--- src/verilog/rwc_params.svh ---
`ifndef RWC_PARAMS_SVH
`define RWC_PARAMS_SVH

`define RWC_CLK_MHZ     100
// Register byte offsets
`define RWC_ADR_WDT     8'h00
`define RWC_ADR_CAUSE   8'h04
`define RWC_ADR_MISC    8'h08
// Watchdog control fields
`define RWC_CTL_CHG     4
`define RWC_CTL_EN      3
// Reset cause flag positions
`define RWC_F_POR       0
`define RWC_F_PIN       1
`define RWC_F_BO        2
`define RWC_F_WD        3
`define RWC_F_TAP       4
// Misc register fields
`define RWC_M_COMPARATOR_REFERENCE_SELECT      0
`define RWC_M_ADC       1
// Watchdog base count, 16K oscillator cycles
`define RWC_WDT_BASE    22'h00_4000
`define RWC_CHG_WIN     4
`define RWC_BOD_MIN_NS  2000
`define RWC_BOD_MIN_CYC ((`RWC_BOD_MIN_NS * `RWC_CLK_MHZ + 999) / 1000)
// Sync reset values: pin idles high
`define RWC_SYNC_RST    7'h01

`endif

--- src/verilog/rwc_pkg.sv ---
package rwc_pkg;

    typedef struct packed {
        logic       watchdog_change_enable_bit;
        logic       watchdog_enable_bit;
        logic [2:0] watchdog_prescale_field;
    } rwc_wdt_ctrl_t;

    typedef struct packed {
        logic test_port_reset_flag;
        logic watchdog_reset_flag;
        logic brownout_reset_flag;
        logic pin_reset_flag;
        logic power_on_reset_flag;
    } rwc_cause_t;

    typedef struct packed {
        logic bod_en;
        logic always_on;
        logic osc;
        logic tap;
        logic bod_low;
        logic por;
        logic ext_n;
    } rwc_pins_t;

endpackage

--- src/verilog/rwc_reset_watchdog.sv ---
// Design decisions made here: the register offsets and the Wishbone slave port.
`timescale 1ns/1ns
`include "rwc_params.svh"

// How it works
// [RULE1] Five reset sources each drive the internal chip reset.
// [RULE2] Low external pin asserts reset asynchronously, without any clock.
// [RULE3] Pin release starts the delay counter; reset ends when it expires.
// [RULE4] Test-port reset bit at one holds the chip in reset.
// [RULE5] Power-on inactive starts delay; reactivation resets at once.
// [RULE6] Enabled brown-out resets at once; recovery releases after the delay.
// [RULE7] Low supply counts only after the minimum brown-out duration.
// [RULE8] Watchdog expiry gives a reset pulse of exactly one clock.
// [RULE9] Delay counter starts when the watchdog pulse ends.
// [RULE10] Reference on when brown-out enabled, comparator select set, or converter on.
// [RULE11] Watchdog counts ticks of its own 1 MHz oscillator.
// [RULE12] Restart, disable and chip reset clear the watchdog counter.
// [RULE13] Eight periods; expiry without restart resets the chip.
// [RULE14] Always-on config selects level 2; else level 1, initially disabled.
// [RULE15] Level 1: writing enable one turns the watchdog on anytime.
// [RULE16] Level 1: set change-enable and enable, then write new values within four.
// [RULE17] Level 2: watchdog always enabled, enable reads one.
// [RULE18] Level 2: same sequence changes period; written enable ignored.
// [RULE19] Change-enable clears itself four clocks after being set.
// [RULE20] Enable clears only while change-enable is one.
// [RULE21] Prescale 000 is 16K oscillator cycles, each code doubles to 2048K.
// [RULE22] Cause flags record reset source; power-on clears others; write zero clears.
// [RULE23] Reset held while any source or the delay counter is active.
// [RULE24] Oscillator ticks synchronised into clock domain; restarts and expiry never lost.
module rwc_reset_watchdog
    import rwc_pkg::*;
#(
    parameter logic [21:0] WDT_BASE = `RWC_WDT_BASE
) (
    input  wire logic        clk_i,
    input  wire logic        rst_i,
    input  wire logic        ext_rst_n_i,
    input  wire logic        por_i,
    input  wire logic        bod_low_i,
    input  wire logic        tap_rst_i,
    input  wire logic        wdt_osc_i,
    input  wire logic        wdt_always_on_i,
    input  wire logic        bod_enable_i,
    input  wire logic [15:0] timeout_cycles_i,
    input  wire logic        wdt_restart_i,
    input  wire logic [31:0] wb_adr_i,
    input  wire logic [31:0] wb_dat_i,
    input  wire logic [3:0]  wb_sel_i,
    input  wire logic        wb_we_i,
    input  wire logic        wb_cyc_i,
    input  wire logic        wb_stb_i,
    output logic      [31:0] wb_dat_o,
    output logic             wb_ack_o,
    output logic             chip_rst_o,
    output logic             wdt_expire_o,
    output logic             vref_on_o
);

    localparam logic [6:0]  SYNC_RST = `RWC_SYNC_RST;
    localparam logic [15:0] BOD_MIN  = 16'(`RWC_BOD_MIN_CYC);
    localparam logic [1:0]  WIN_LOAD = 2'(`RWC_CHG_WIN - 1);

    rwc_pins_t     raw;
    rwc_pins_t     stb;
    logic [6:0]    s1_q;
    logic [6:0]    s2_q;
    logic [6:0]    s3_q;
    logic [6:0]    stb_q;
    logic [15:0]   bod_cnt_q;
    logic          bo_act_q;
    rwc_wdt_ctrl_t ctl_q;
    rwc_wdt_ctrl_t wv;
    logic [1:0]    win_q;
    logic          osc_d_q;
    logic          tick;
    logic [21:0]   wcnt_q;
    logic [21:0]   limit;
    logic          wd_pulse_q;
    rwc_cause_t    cause_q;
    rwc_cause_t    src;
    logic [4:0]    keep;
    logic          src_any;
    logic [15:0]   dly_q;
    logic          chip_rst_q;
    logic          chip_rst_d;
    logic          async_n;
    logic [1:0]    misc_q;
    logic          vref_q;
    logic          ack_q;
    logic [31:0]   dat_q;
    logic          req;
    logic          wr;
    logic [7:0]    adr;

    assign raw = {bod_enable_i, wdt_always_on_i, wdt_osc_i, tap_rst_i,
                  bod_low_i, por_i, ext_rst_n_i};
    assign stb = stb_q;

    // Three-stage sync; a change counts once stages two and three agree
    generate
        for (genvar i = 0; i < 7; i++) begin : g_sync
            always_ff @(posedge clk_i) begin
                if (rst_i) begin
                    s1_q[i]  <= SYNC_RST[i];
                    s2_q[i]  <= SYNC_RST[i];
                    s3_q[i]  <= SYNC_RST[i];
                    stb_q[i] <= SYNC_RST[i];
                end else begin
                    s1_q[i] <= raw[i];
                    s2_q[i] <= s1_q[i];
                    s3_q[i] <= s2_q[i];
                    if (s2_q[i] == s3_q[i]) begin
                        stb_q[i] <= s3_q[i];
                    end
                end
            end
        end
    endgenerate

    // Brown-out dip filter
    always_ff @(posedge clk_i) begin
        if (rst_i || !(stb.bod_low && stb.bod_en)) begin
            bod_cnt_q <= 16'h0000;
            bo_act_q  <= 1'b0;
        end else if (bod_cnt_q < BOD_MIN) begin
            bod_cnt_q <= bod_cnt_q + 16'h0001; // [RULE7]
        end else begin
            bo_act_q <= 1'b1; // [RULE6]
        end
    end

    // Bus slave: one wait state, ack drops the cycle after
    assign adr = wb_adr_i[7:0];
    assign req = wb_cyc_i & wb_stb_i & ~ack_q;
    // Writes land at the ack edge, while the master still holds its data
    assign wr  = wb_cyc_i & wb_stb_i & ack_q & wb_we_i & wb_sel_i[0];
    assign wv  = wb_dat_i[4:0];

    always_ff @(posedge clk_i) begin
        if (rst_i) begin
            ack_q <= 1'b0;
        end else begin
            ack_q <= req;
        end
    end

    always_ff @(posedge clk_i) begin
        if (rst_i) begin
            dat_q <= 32'h0000_0000;
        end else if (req && !wb_we_i) begin
            case (adr)
                `RWC_ADR_WDT: begin
                    dat_q <= {27'h000_0000, ctl_q.watchdog_change_enable_bit,
                              ctl_q.watchdog_enable_bit | stb.always_on, // [RULE17]
                              ctl_q.watchdog_prescale_field};
                end
                `RWC_ADR_CAUSE: begin
                    dat_q <= {27'h000_0000, cause_q};
                end
                `RWC_ADR_MISC: begin
                    dat_q <= {30'h0000_0000, misc_q};
                end
                default: begin
                    dat_q <= 32'h0000_0000;
                end
            endcase
        end
    end

    // Watchdog control with timed change window
    always_ff @(posedge clk_i) begin
        if (rst_i || chip_rst_q) begin
            ctl_q <= 5'h00;
            win_q <= 2'h0;
        end else if (wr && adr == `RWC_ADR_WDT
                     && wv.watchdog_change_enable_bit && wv.watchdog_enable_bit) begin
            ctl_q.watchdog_change_enable_bit <= 1'b1; // [RULE16] [RULE18]
            ctl_q.watchdog_enable_bit        <= 1'b1;
            win_q                            <= WIN_LOAD;
        end else if (wr && adr == `RWC_ADR_WDT && ctl_q.watchdog_change_enable_bit) begin
            ctl_q.watchdog_change_enable_bit <= 1'b0;
            ctl_q.watchdog_prescale_field    <= wv.watchdog_prescale_field; // [RULE13]
            // Level 2 ignores the written enable
            ctl_q.watchdog_enable_bit <= wv.watchdog_enable_bit | stb.always_on; // [RULE18] [RULE20]
        end else begin
            if ((wr && adr == `RWC_ADR_WDT && wv.watchdog_enable_bit) || stb.always_on) begin
                ctl_q.watchdog_enable_bit <= 1'b1; // [RULE14] [RULE15] [RULE17]
            end
            if (ctl_q.watchdog_change_enable_bit) begin
                if (win_q == 2'h0) begin
                    ctl_q.watchdog_change_enable_bit <= 1'b0; // [RULE19]
                end else begin
                    win_q <= win_q - 2'h1;
                end
            end
        end
    end

    // Oscillator edge taken from the stable stage, never the first flop
    assign tick  = stb.osc & ~osc_d_q; // [RULE11] [RULE24]
    assign limit = WDT_BASE << ctl_q.watchdog_prescale_field; // [RULE21]

    always_ff @(posedge clk_i) begin
        if (rst_i) begin
            osc_d_q <= 1'b0;
        end else begin
            osc_d_q <= stb.osc;
        end
    end

    always_ff @(posedge clk_i) begin
        if (rst_i || chip_rst_q || !ctl_q.watchdog_enable_bit || wdt_restart_i) begin
            wcnt_q     <= 22'h00_0000; // [RULE12]
            wd_pulse_q <= 1'b0;
        end else if (tick && wcnt_q == limit - 22'h00_0001) begin
            wcnt_q     <= 22'h00_0000;
            wd_pulse_q <= 1'b1; // [RULE8] [RULE13]
        end else begin
            if (tick) begin
                wcnt_q <= wcnt_q + 22'h00_0001;
            end
            wd_pulse_q <= 1'b0;
        end
    end

    // Reset sources and stretch
    assign src = '{test_port_reset_flag: stb.tap, // [RULE4]
                   watchdog_reset_flag:  wd_pulse_q,
                   brownout_reset_flag:  bo_act_q,
                   pin_reset_flag:       ~stb.ext_n,
                   power_on_reset_flag:  stb.por};
    assign src_any    = |src; // [RULE1]
    assign chip_rst_d = src_any | (dly_q != 16'h0000); // [RULE23]
    assign async_n    = ext_rst_n_i & ~por_i;

    always_ff @(posedge clk_i) begin
        if (rst_i) begin
            dly_q <= 16'h0000;
        end else if (src_any) begin
            dly_q <= timeout_cycles_i; // [RULE3] [RULE5] [RULE6] [RULE9]
        end else if (dly_q != 16'h0000) begin
            dly_q <= dly_q - 16'h0001;
        end
    end

    // Pin and power-on reach reset with no clock running
    always_ff @(posedge clk_i or negedge async_n) begin
        if (!async_n) begin
            chip_rst_q <= 1'b1; // [RULE2] [RULE5]
        end else if (rst_i) begin
            chip_rst_q <= 1'b1;
        end else begin
            chip_rst_q <= chip_rst_d;
        end
    end

    // Cause flags; a new event wins over a software clear
    assign keep = (wr && adr == `RWC_ADR_CAUSE) ? wb_dat_i[4:0] : 5'h1f;

    always_ff @(posedge clk_i) begin
        if (rst_i) begin
            cause_q <= 5'h00;
        end else if (src.power_on_reset_flag) begin
            cause_q <= 5'h01; // [RULE22]
        end else begin
            cause_q <= rwc_cause_t'((cause_q & keep) | src); // [RULE22]
        end
    end

    always_ff @(posedge clk_i) begin
        if (rst_i || chip_rst_q) begin
            misc_q <= 2'h0;
        end else if (wr && adr == `RWC_ADR_MISC) begin
            misc_q <= wb_dat_i[1:0];
        end
    end

    always_ff @(posedge clk_i) begin
        if (rst_i) begin
            vref_q <= 1'b0;
        end else begin
            vref_q <= stb.bod_en | misc_q[`RWC_M_COMPARATOR_REFERENCE_SELECT] | misc_q[`RWC_M_ADC]; // [RULE10]
        end
    end

    assign wb_dat_o     = dat_q;
    assign wb_ack_o     = ack_q;
    assign chip_rst_o   = chip_rst_q;
    assign wdt_expire_o = wd_pulse_q;
    assign vref_on_o    = vref_q;
endmodule

--- config.mk ---
export PLATFORM = sky130hd
export DESIGN_NAME = rwc_reset_watchdog
export DESIGN_NICKNAME = d
export VERILOG_FILES = /design/src/verilog/rwc_pkg.sv /design/src/verilog/rwc_reset_watchdog.sv
export VERILOG_INCLUDE_DIRS = /design/src /design/src/verilog
export SDC_FILE = /design/constraint.sdc
export NUM_CORES = 1
export LEC_CHECK = 0
export ABC_AREA = 1
export BUFFER_PORTS_ARGS = -buffer_cell sky130_fd_sc_hd__buf_2
export CELL_PAD_IN_SITES_DETAIL_PLACEMENT = 1
export CELL_PAD_IN_SITES_GLOBAL_PLACEMENT = 1
export CORE_MARGIN = 5
export CORE_UTILIZATION = 37
export DETAILED_ROUTE_END_ITERATION = 16
export GPL_TIMING_DRIVEN = 0
export PLACE_DENSITY = 0.91
export SKIP_LAST_GASP = 1
export SLEW_MARGIN = 30
export SYNTH_ARGS = -nofsm -noshare
export SYNTH_HDL_FRONTEND = slang
export SYNTH_SLANG_ARGS = --single-unit
--- constraint.sdc ---
create_clock -name clk_i -period 1.7 [get_ports clk_i]
set_clock_uncertainty 0.1 [all_clocks]
set_input_delay 0.17 -clock clk_i [delete_from_list [all_inputs] [get_ports clk_i]]
set_output_delay 0.17 -clock clk_i [all_outputs]
set_load 0.005 [all_outputs]
After elaboration in Yosys (flattened, before gate mapping)
Cells that the tools add are included.
{"block": "totals", "reg_bits": 134, "latch_bits": 0, "mem_bits_rw": 0, "mem_bits_ro": 0, "inputBits": 97, "word_cells": 131, "mem_count": 0}
{"block": "op_classes", "add_sub_neg": 5, "multipliers": 0, "div": 0, "magnitude_cmp": 1, "n_eq_ne": 12, "shift": 1, "mux": 16, "n_bitwise": 19, "reduce_logical": 29}
{"cell": "$mux W16", "n": 2}
{"cell": "$add A22 B1 Y22 const B", "n": 1}
{"cell": "$eq A22 B22 Y1", "n": 1}
{"cell": "$shl A15 B3 Y22 const A", "n": 1}
{"cell": "$sub A22 B1 Y22 const B", "n": 1}
{"cell": "$add A16 B1 Y16 const B", "n": 1}
{"cell": "$lt A16 B8 Y1 const B", "n": 1}
{"cell": "$reduce_bool A16 Y1", "n": 1}
{"cell": "$sub A16 B1 Y16 const B", "n": 1}
{"cell": "$pmux W5 S3", "n": 1}
{"cell": "$mux W2", "n": 6}
{"cell": "$logic_and A1 B1 Y1", "n": 10}
{"cell": "$eq A8 B3 Y1 const B", "n": 1}
{"cell": "$eq A8 B4 Y1 const B", "n": 1}
{"cell": "$logic_not A8 Y1", "n": 1}
{"cell": "$and A1 B1 Y1", "n": 7}
{"cell": "$eq A1 B1 Y1", "n": 7}
{"cell": "$mux W1", "n": 6}
{"cell": "$and A5 B5 Y5", "n": 1}
{"cell": "$logic_or A1 B1 Y1", "n": 5}
{"cell": "$mux W5", "n": 1}
{"cell": "$not A1 Y1", "n": 5}
{"cell": "$or A1 B1 Y1", "n": 5}
{"cell": "$or A5 B5 Y5", "n": 1}
{"cell": "other kinds (10)", "n": 15}

Logic depth before layout (Yosys ltp)
{"block": "depth", "depth_word": 10, "mapped_depth": 11, "mapped_depth_nobuf": 10}

Worst setup path before layout
OpenSTA, ideal clock, no wires.
{"block": "synth_path", "kind": "register to register", "start": "register dly_q[0]", "end": "register dly_q[4]", "setup_time_ps": 117, "arrival_time_ps": 1356, "required_ps": 1483, "path_slack_ps": 127, "path_stages_with_launch": 11, "n_path_buf": 1, "cell_sequence": "dfxtp_1 -> inv_1 -> ha_1 -> nand3_1 -> nor2_2 -> nand2_2 -> nor2_4 -> nand3_2 -> nand2_1 -> buf_4 -> nor2_1"}
{"block": "synth_between", "elab_chain_cells": 3, "elab_cells_between_ends": 5, "classes_between": "1 x add/sub; 2 x mux; 2 x reduce/logical"}
{"item": "from (decl)", "line_no": "rwc_reset_watchdog.sv:83", "source": "logic [15:0] dly_q;"}
{"item": "from (signal assigned)", "line_no": "rwc_reset_watchdog.sv:240", "source": "dly_q <= timeout_cycles_i;"}
{"item": "from (signal assigned)", "line_no": "rwc_reset_watchdog.sv:242", "source": "dly_q <= dly_q - 16'h0001;"}
{"item": "$sub A16 B1 Y16", "line_no": "rwc_reset_watchdog.sv:242"}
{"item": "$mux W16", "line_no": "rwc_reset_watchdog.sv:241", "source": "end else if (dly_q != 16'h0000) begin"}
{"item": "$mux W16", "line_no": "rwc_reset_watchdog.sv:239", "source": "end else if (src_any) begin"}
Parallel ways exist; a longest one is shown, timed or not. The select of a mux whose other input is x is not followed.
A chain may end at the register's enable or synchronous reset.

Worst setup path after layout
Same ends and word-level chain as after synthesis.

==> results.ini <==
[layout]
nets = 944
fin_util_pct = 48.0
insertedDiodeCount = 0
multi_input_area_sq_mm = 0.00248
drive_above_1_share_pct = 20.8
area_growth_pct = 26.4
seq_area_sq_mm = 0.00217
fillerInstances = 1735

[global_routing]
grt_first_pass_wirelength_microns = 23200
grt.overflow.total = 0
track_usage_pct = 17.4
grt_max_degree = 19
grt_pass1_vias = 5022
antenna_found_initial = 0

[sta]
finalHoldViolations = 0
min_period_ps = 1690
setup_viol = 0
slew_headroom_pct = 62.3
clock.fmax_mhz = 593
worst_pin_slew_ps = 565
final_max_slew_viol_count = 0
fin_crit_sh_pct = 99.2
worst_slack_ps = 14.2
whs_ps = 31.6
rsz0062_at_grt = yes

[worst_setup_path]
cp.depth = 10
crit_path_end_kind = register
cp.required_ps = 1840
timing.rr.end = dly_q[4]$_SDFFE_PP0P_
cp_max_fo = 5
path_delay_family = simple AND/OR/NAND/NOR gates
rrSetupSlack_ps = 10
cpMaxStageDelayCell = dfxtp_2
timing.critical_path.buf_inv = 2
worstSetupPathType = register to register
critical_path_arrival_ps = 1830
timing.rr.start = dly_q[0]$_SDFFE_PP0P_
crit_chain = inv_2 > ha_4 > nand3_4 > nor2_4 > nand2_4 > nor2_4 > nand3_4 > nand2_4 > buf_6 > nor2_1
crit_path_start = dly_q[0]$_SDFFE_PP0P_
startpoint_type = register
reg2regPathDepth = 10
cp_slowest_stage_delay_ps = 340
crit_path_end = dly_q[4]$_SDFFE_PP0P_

[hold_path]
hold_path_class = input port to register
holdCritStartpoint = timeout_cycles_i[11]

[placed_design]
place_congestion = 0.804
port_buffers = 51
dpl_worst_slack_ps = -208
hpwl_microns = 9710

[logic_synthesis]
synthTopCellsByArea = dfxtp_1, nand2_1, nor2_1
synth_top_area_cell = dfxtp_1
synth_cells = 723
synth_warnings = 0
synth-seq-area-share_pct = 42.4
synthesis.area_sq_mm = 0.00507
ys_ff_latch = 107
netlist.area_leader.share_pct = 41.9
postSynthAreaPerCell_sq_um = 7.01
synth.distinct_cells = 38

[die]
die_w_microns = 127
coreArea_sq_mm = 0.0133
dieArea_sq_mm = 0.0161
num_io_pins = 133
fp.dieH_microns = 127
rows = 42
start_util_pct = 38.0

[clock_tree]
path_clk_slew_ps = 70
clock_sinks = 107
htree_levels = 3
clock_path_buffers = 2
root_buffer = clkbuf_16
numCtsBuffers = 9
clk_latency_ps = 350
cts_tree = built

[detailed_routing]
antenna_left = 0
drt_pre_antenna_iters = 5
vias_per_cell = 4.84
vias = 4953
totalWireLength_microns = 14700
wl_per_cell_microns = 14.4
first_iter_violations = 295
drc = 0

[pwr]
p_per_area_mw_per_mm2 = 1130
p_leak_nw = 2.71
ir_worst_vdd_uv = 812

[run]
maxCapViolations = 0

[run_status]
status = finished clean

## worst register-to-register path: cells and delay by family (launching register included)
| family | cells | cell delay [ps] |
|---|---|---|
| buffers and inverters | 2 | 210 |
| adders and majority gates | 1 | 150 |
| DFF | 1 | 340 |
| and+or+nand+nor | 7 | 790 |
## metal layers
| layer | routed length, microns | track usage [%] | vias to the layer above |
|---|---|---|---|
| li1 | - | - | 2467 |
| met1 | 6280 | 21.0 | 2360 |
| met2 | 7630 | 31.4 | 106 |
| met3 | 601 | 3.96 | 20 |
| met4 | 193 | 4.54 | 0 |
| met5 | 0 | 0 | - |
## cells in the final DEF (no fill, tap or decap), types with 7 or more instances in the layout
cell / n
a21oi_1: 44
buf_2: 54
buf_4: 39
clkbuf_16: 10
conb_1: 27
dfxtp_1: 96
dfxtp_2: 8
dlygate4sd3_1: 19
inv_1: 95
inv_2: 7
nand2_1: 123
nand3_1: 61
nand4_1: 11
nor2_1: 115
nor2_2: 8
nor2_4: 8
nor3_1: 10
o21ai_0: 28
xor2_1: 9
## synthesized netlist by cell type
library cell / n
buf_2: 3
clkbuf_1: 2
nor3_2: 3
a22oi_1: 1
nor3b_1: 1
o21bai_1: 1
dfstp_2: 1
ha_1: 4
a21oi_1: 44
inv_2: 1
nor2_2: 4
o211ai_1: 1
nand3_1: 63
buf_4: 29
or2_2: 6
a211oi_1: 5
nand2_1: 129
inv_1: 101
o21ai_1: 1
nand3b_1: 2
conb_1: 1
buf_6: 3
dfxtp_1: 106
nor3_1: 12
clkinv_1: 2
nand3_2: 2
nand4_1: 11
xnor2_1: 5
and2_1: 2
buf_1: 3
a21o_1: 1
o22ai_1: 1
nand2_2: 4
nor2_1: 123
and3_1: 1
nor2_4: 4
xor2_1: 9
o21ai_0: 31
## logic make-up after synthesis
family | Yosys count | synth area share, %
AO/OA/AOI/OAI | 86 | 8.96
XOR/XNOR | 14 | 2.42
adder cells (fa/ha/maj) | 4 | 0.987
buffers and inverters | 144 | 13.3
flip-flops | 107 | 42.4
other | 1 | 0.0740
AND/OR/NAND/NOR | 367 | 31.8
## through the flow
| step | area (sq um) | cells | setup TNS (ps) | total power, W |
|---|---|---|---|---|
| final | 6410 | 1024 | 0 | 0.00724 |
| after global routing | 6410 | 1024 | -2140 | 0.00771 |
| after CTS | 6190 | 1015 | 0 | 0.00689 |
| after detailed placement | 5640 | 976 | -3710 | 0.00464 |
| after global placement | 5640 | 976 | -2040 | 0.00455 |
| after floorplan | 5170 | 749 | 0 | 0.00422 |
## what timing repair did
action | CTS | global route
hold buffers | 19 | 0
gates resized for setup | 11 | 55
buffers inserted | 4 | 7
cloned | 0 | 2
pin swaps | 1 | 11
hold endpoints to repair | 19 | 0
setup endpoints to repair | 39 | 41
## state kept, by name (all words and copies together) (netlist names), 2 cells and up
signal and flops:
wcnt_q 22, win_q 2, ctl_q 5, src 2
s3_q 7, s1_q 7, cause_q 5, wb_dat_o 5
dly_q 16, stb 5, bod_cnt_q 16, s2_q 7
misc_q 2
## where the power goes
group	internal (W)	switching [W]	total (W)
sequential	0.00273	0.000187	0.00292
clock	0.00101	0.00101	0.00202
combinational	0.000932	0.00137	0.00230
## worst min path at each step
stage,endpoint,slack [ps],depth (start not counted)
after floorplan,chip_rst_o$_DFF_PN1_,20,1
after global placement,chip_rst_o$_DFF_PN1_,140,2
after detailed placement,chip_rst_o$_DFF_PN1_,140,2
after CTS,dly_q[11]$_SDFFE_PP0P_,1,3
after global routing,dly_q[11]$_SDFFE_PP0P_,40,3
final,dly_q[11]$_SDFFE_PP0P_,30,3
## final cells by class
type	instances	share of cell area, %
multi-input combinational	498	38.8
sequential	107	33.8
timing repair buffer	83	8.87
inverter	104	6.09
buffer	40	4.69
clock buffer	10	3.57
tap	176	3.44
clock inverter	6	0.781
Power figures use the tool's default switching activity.
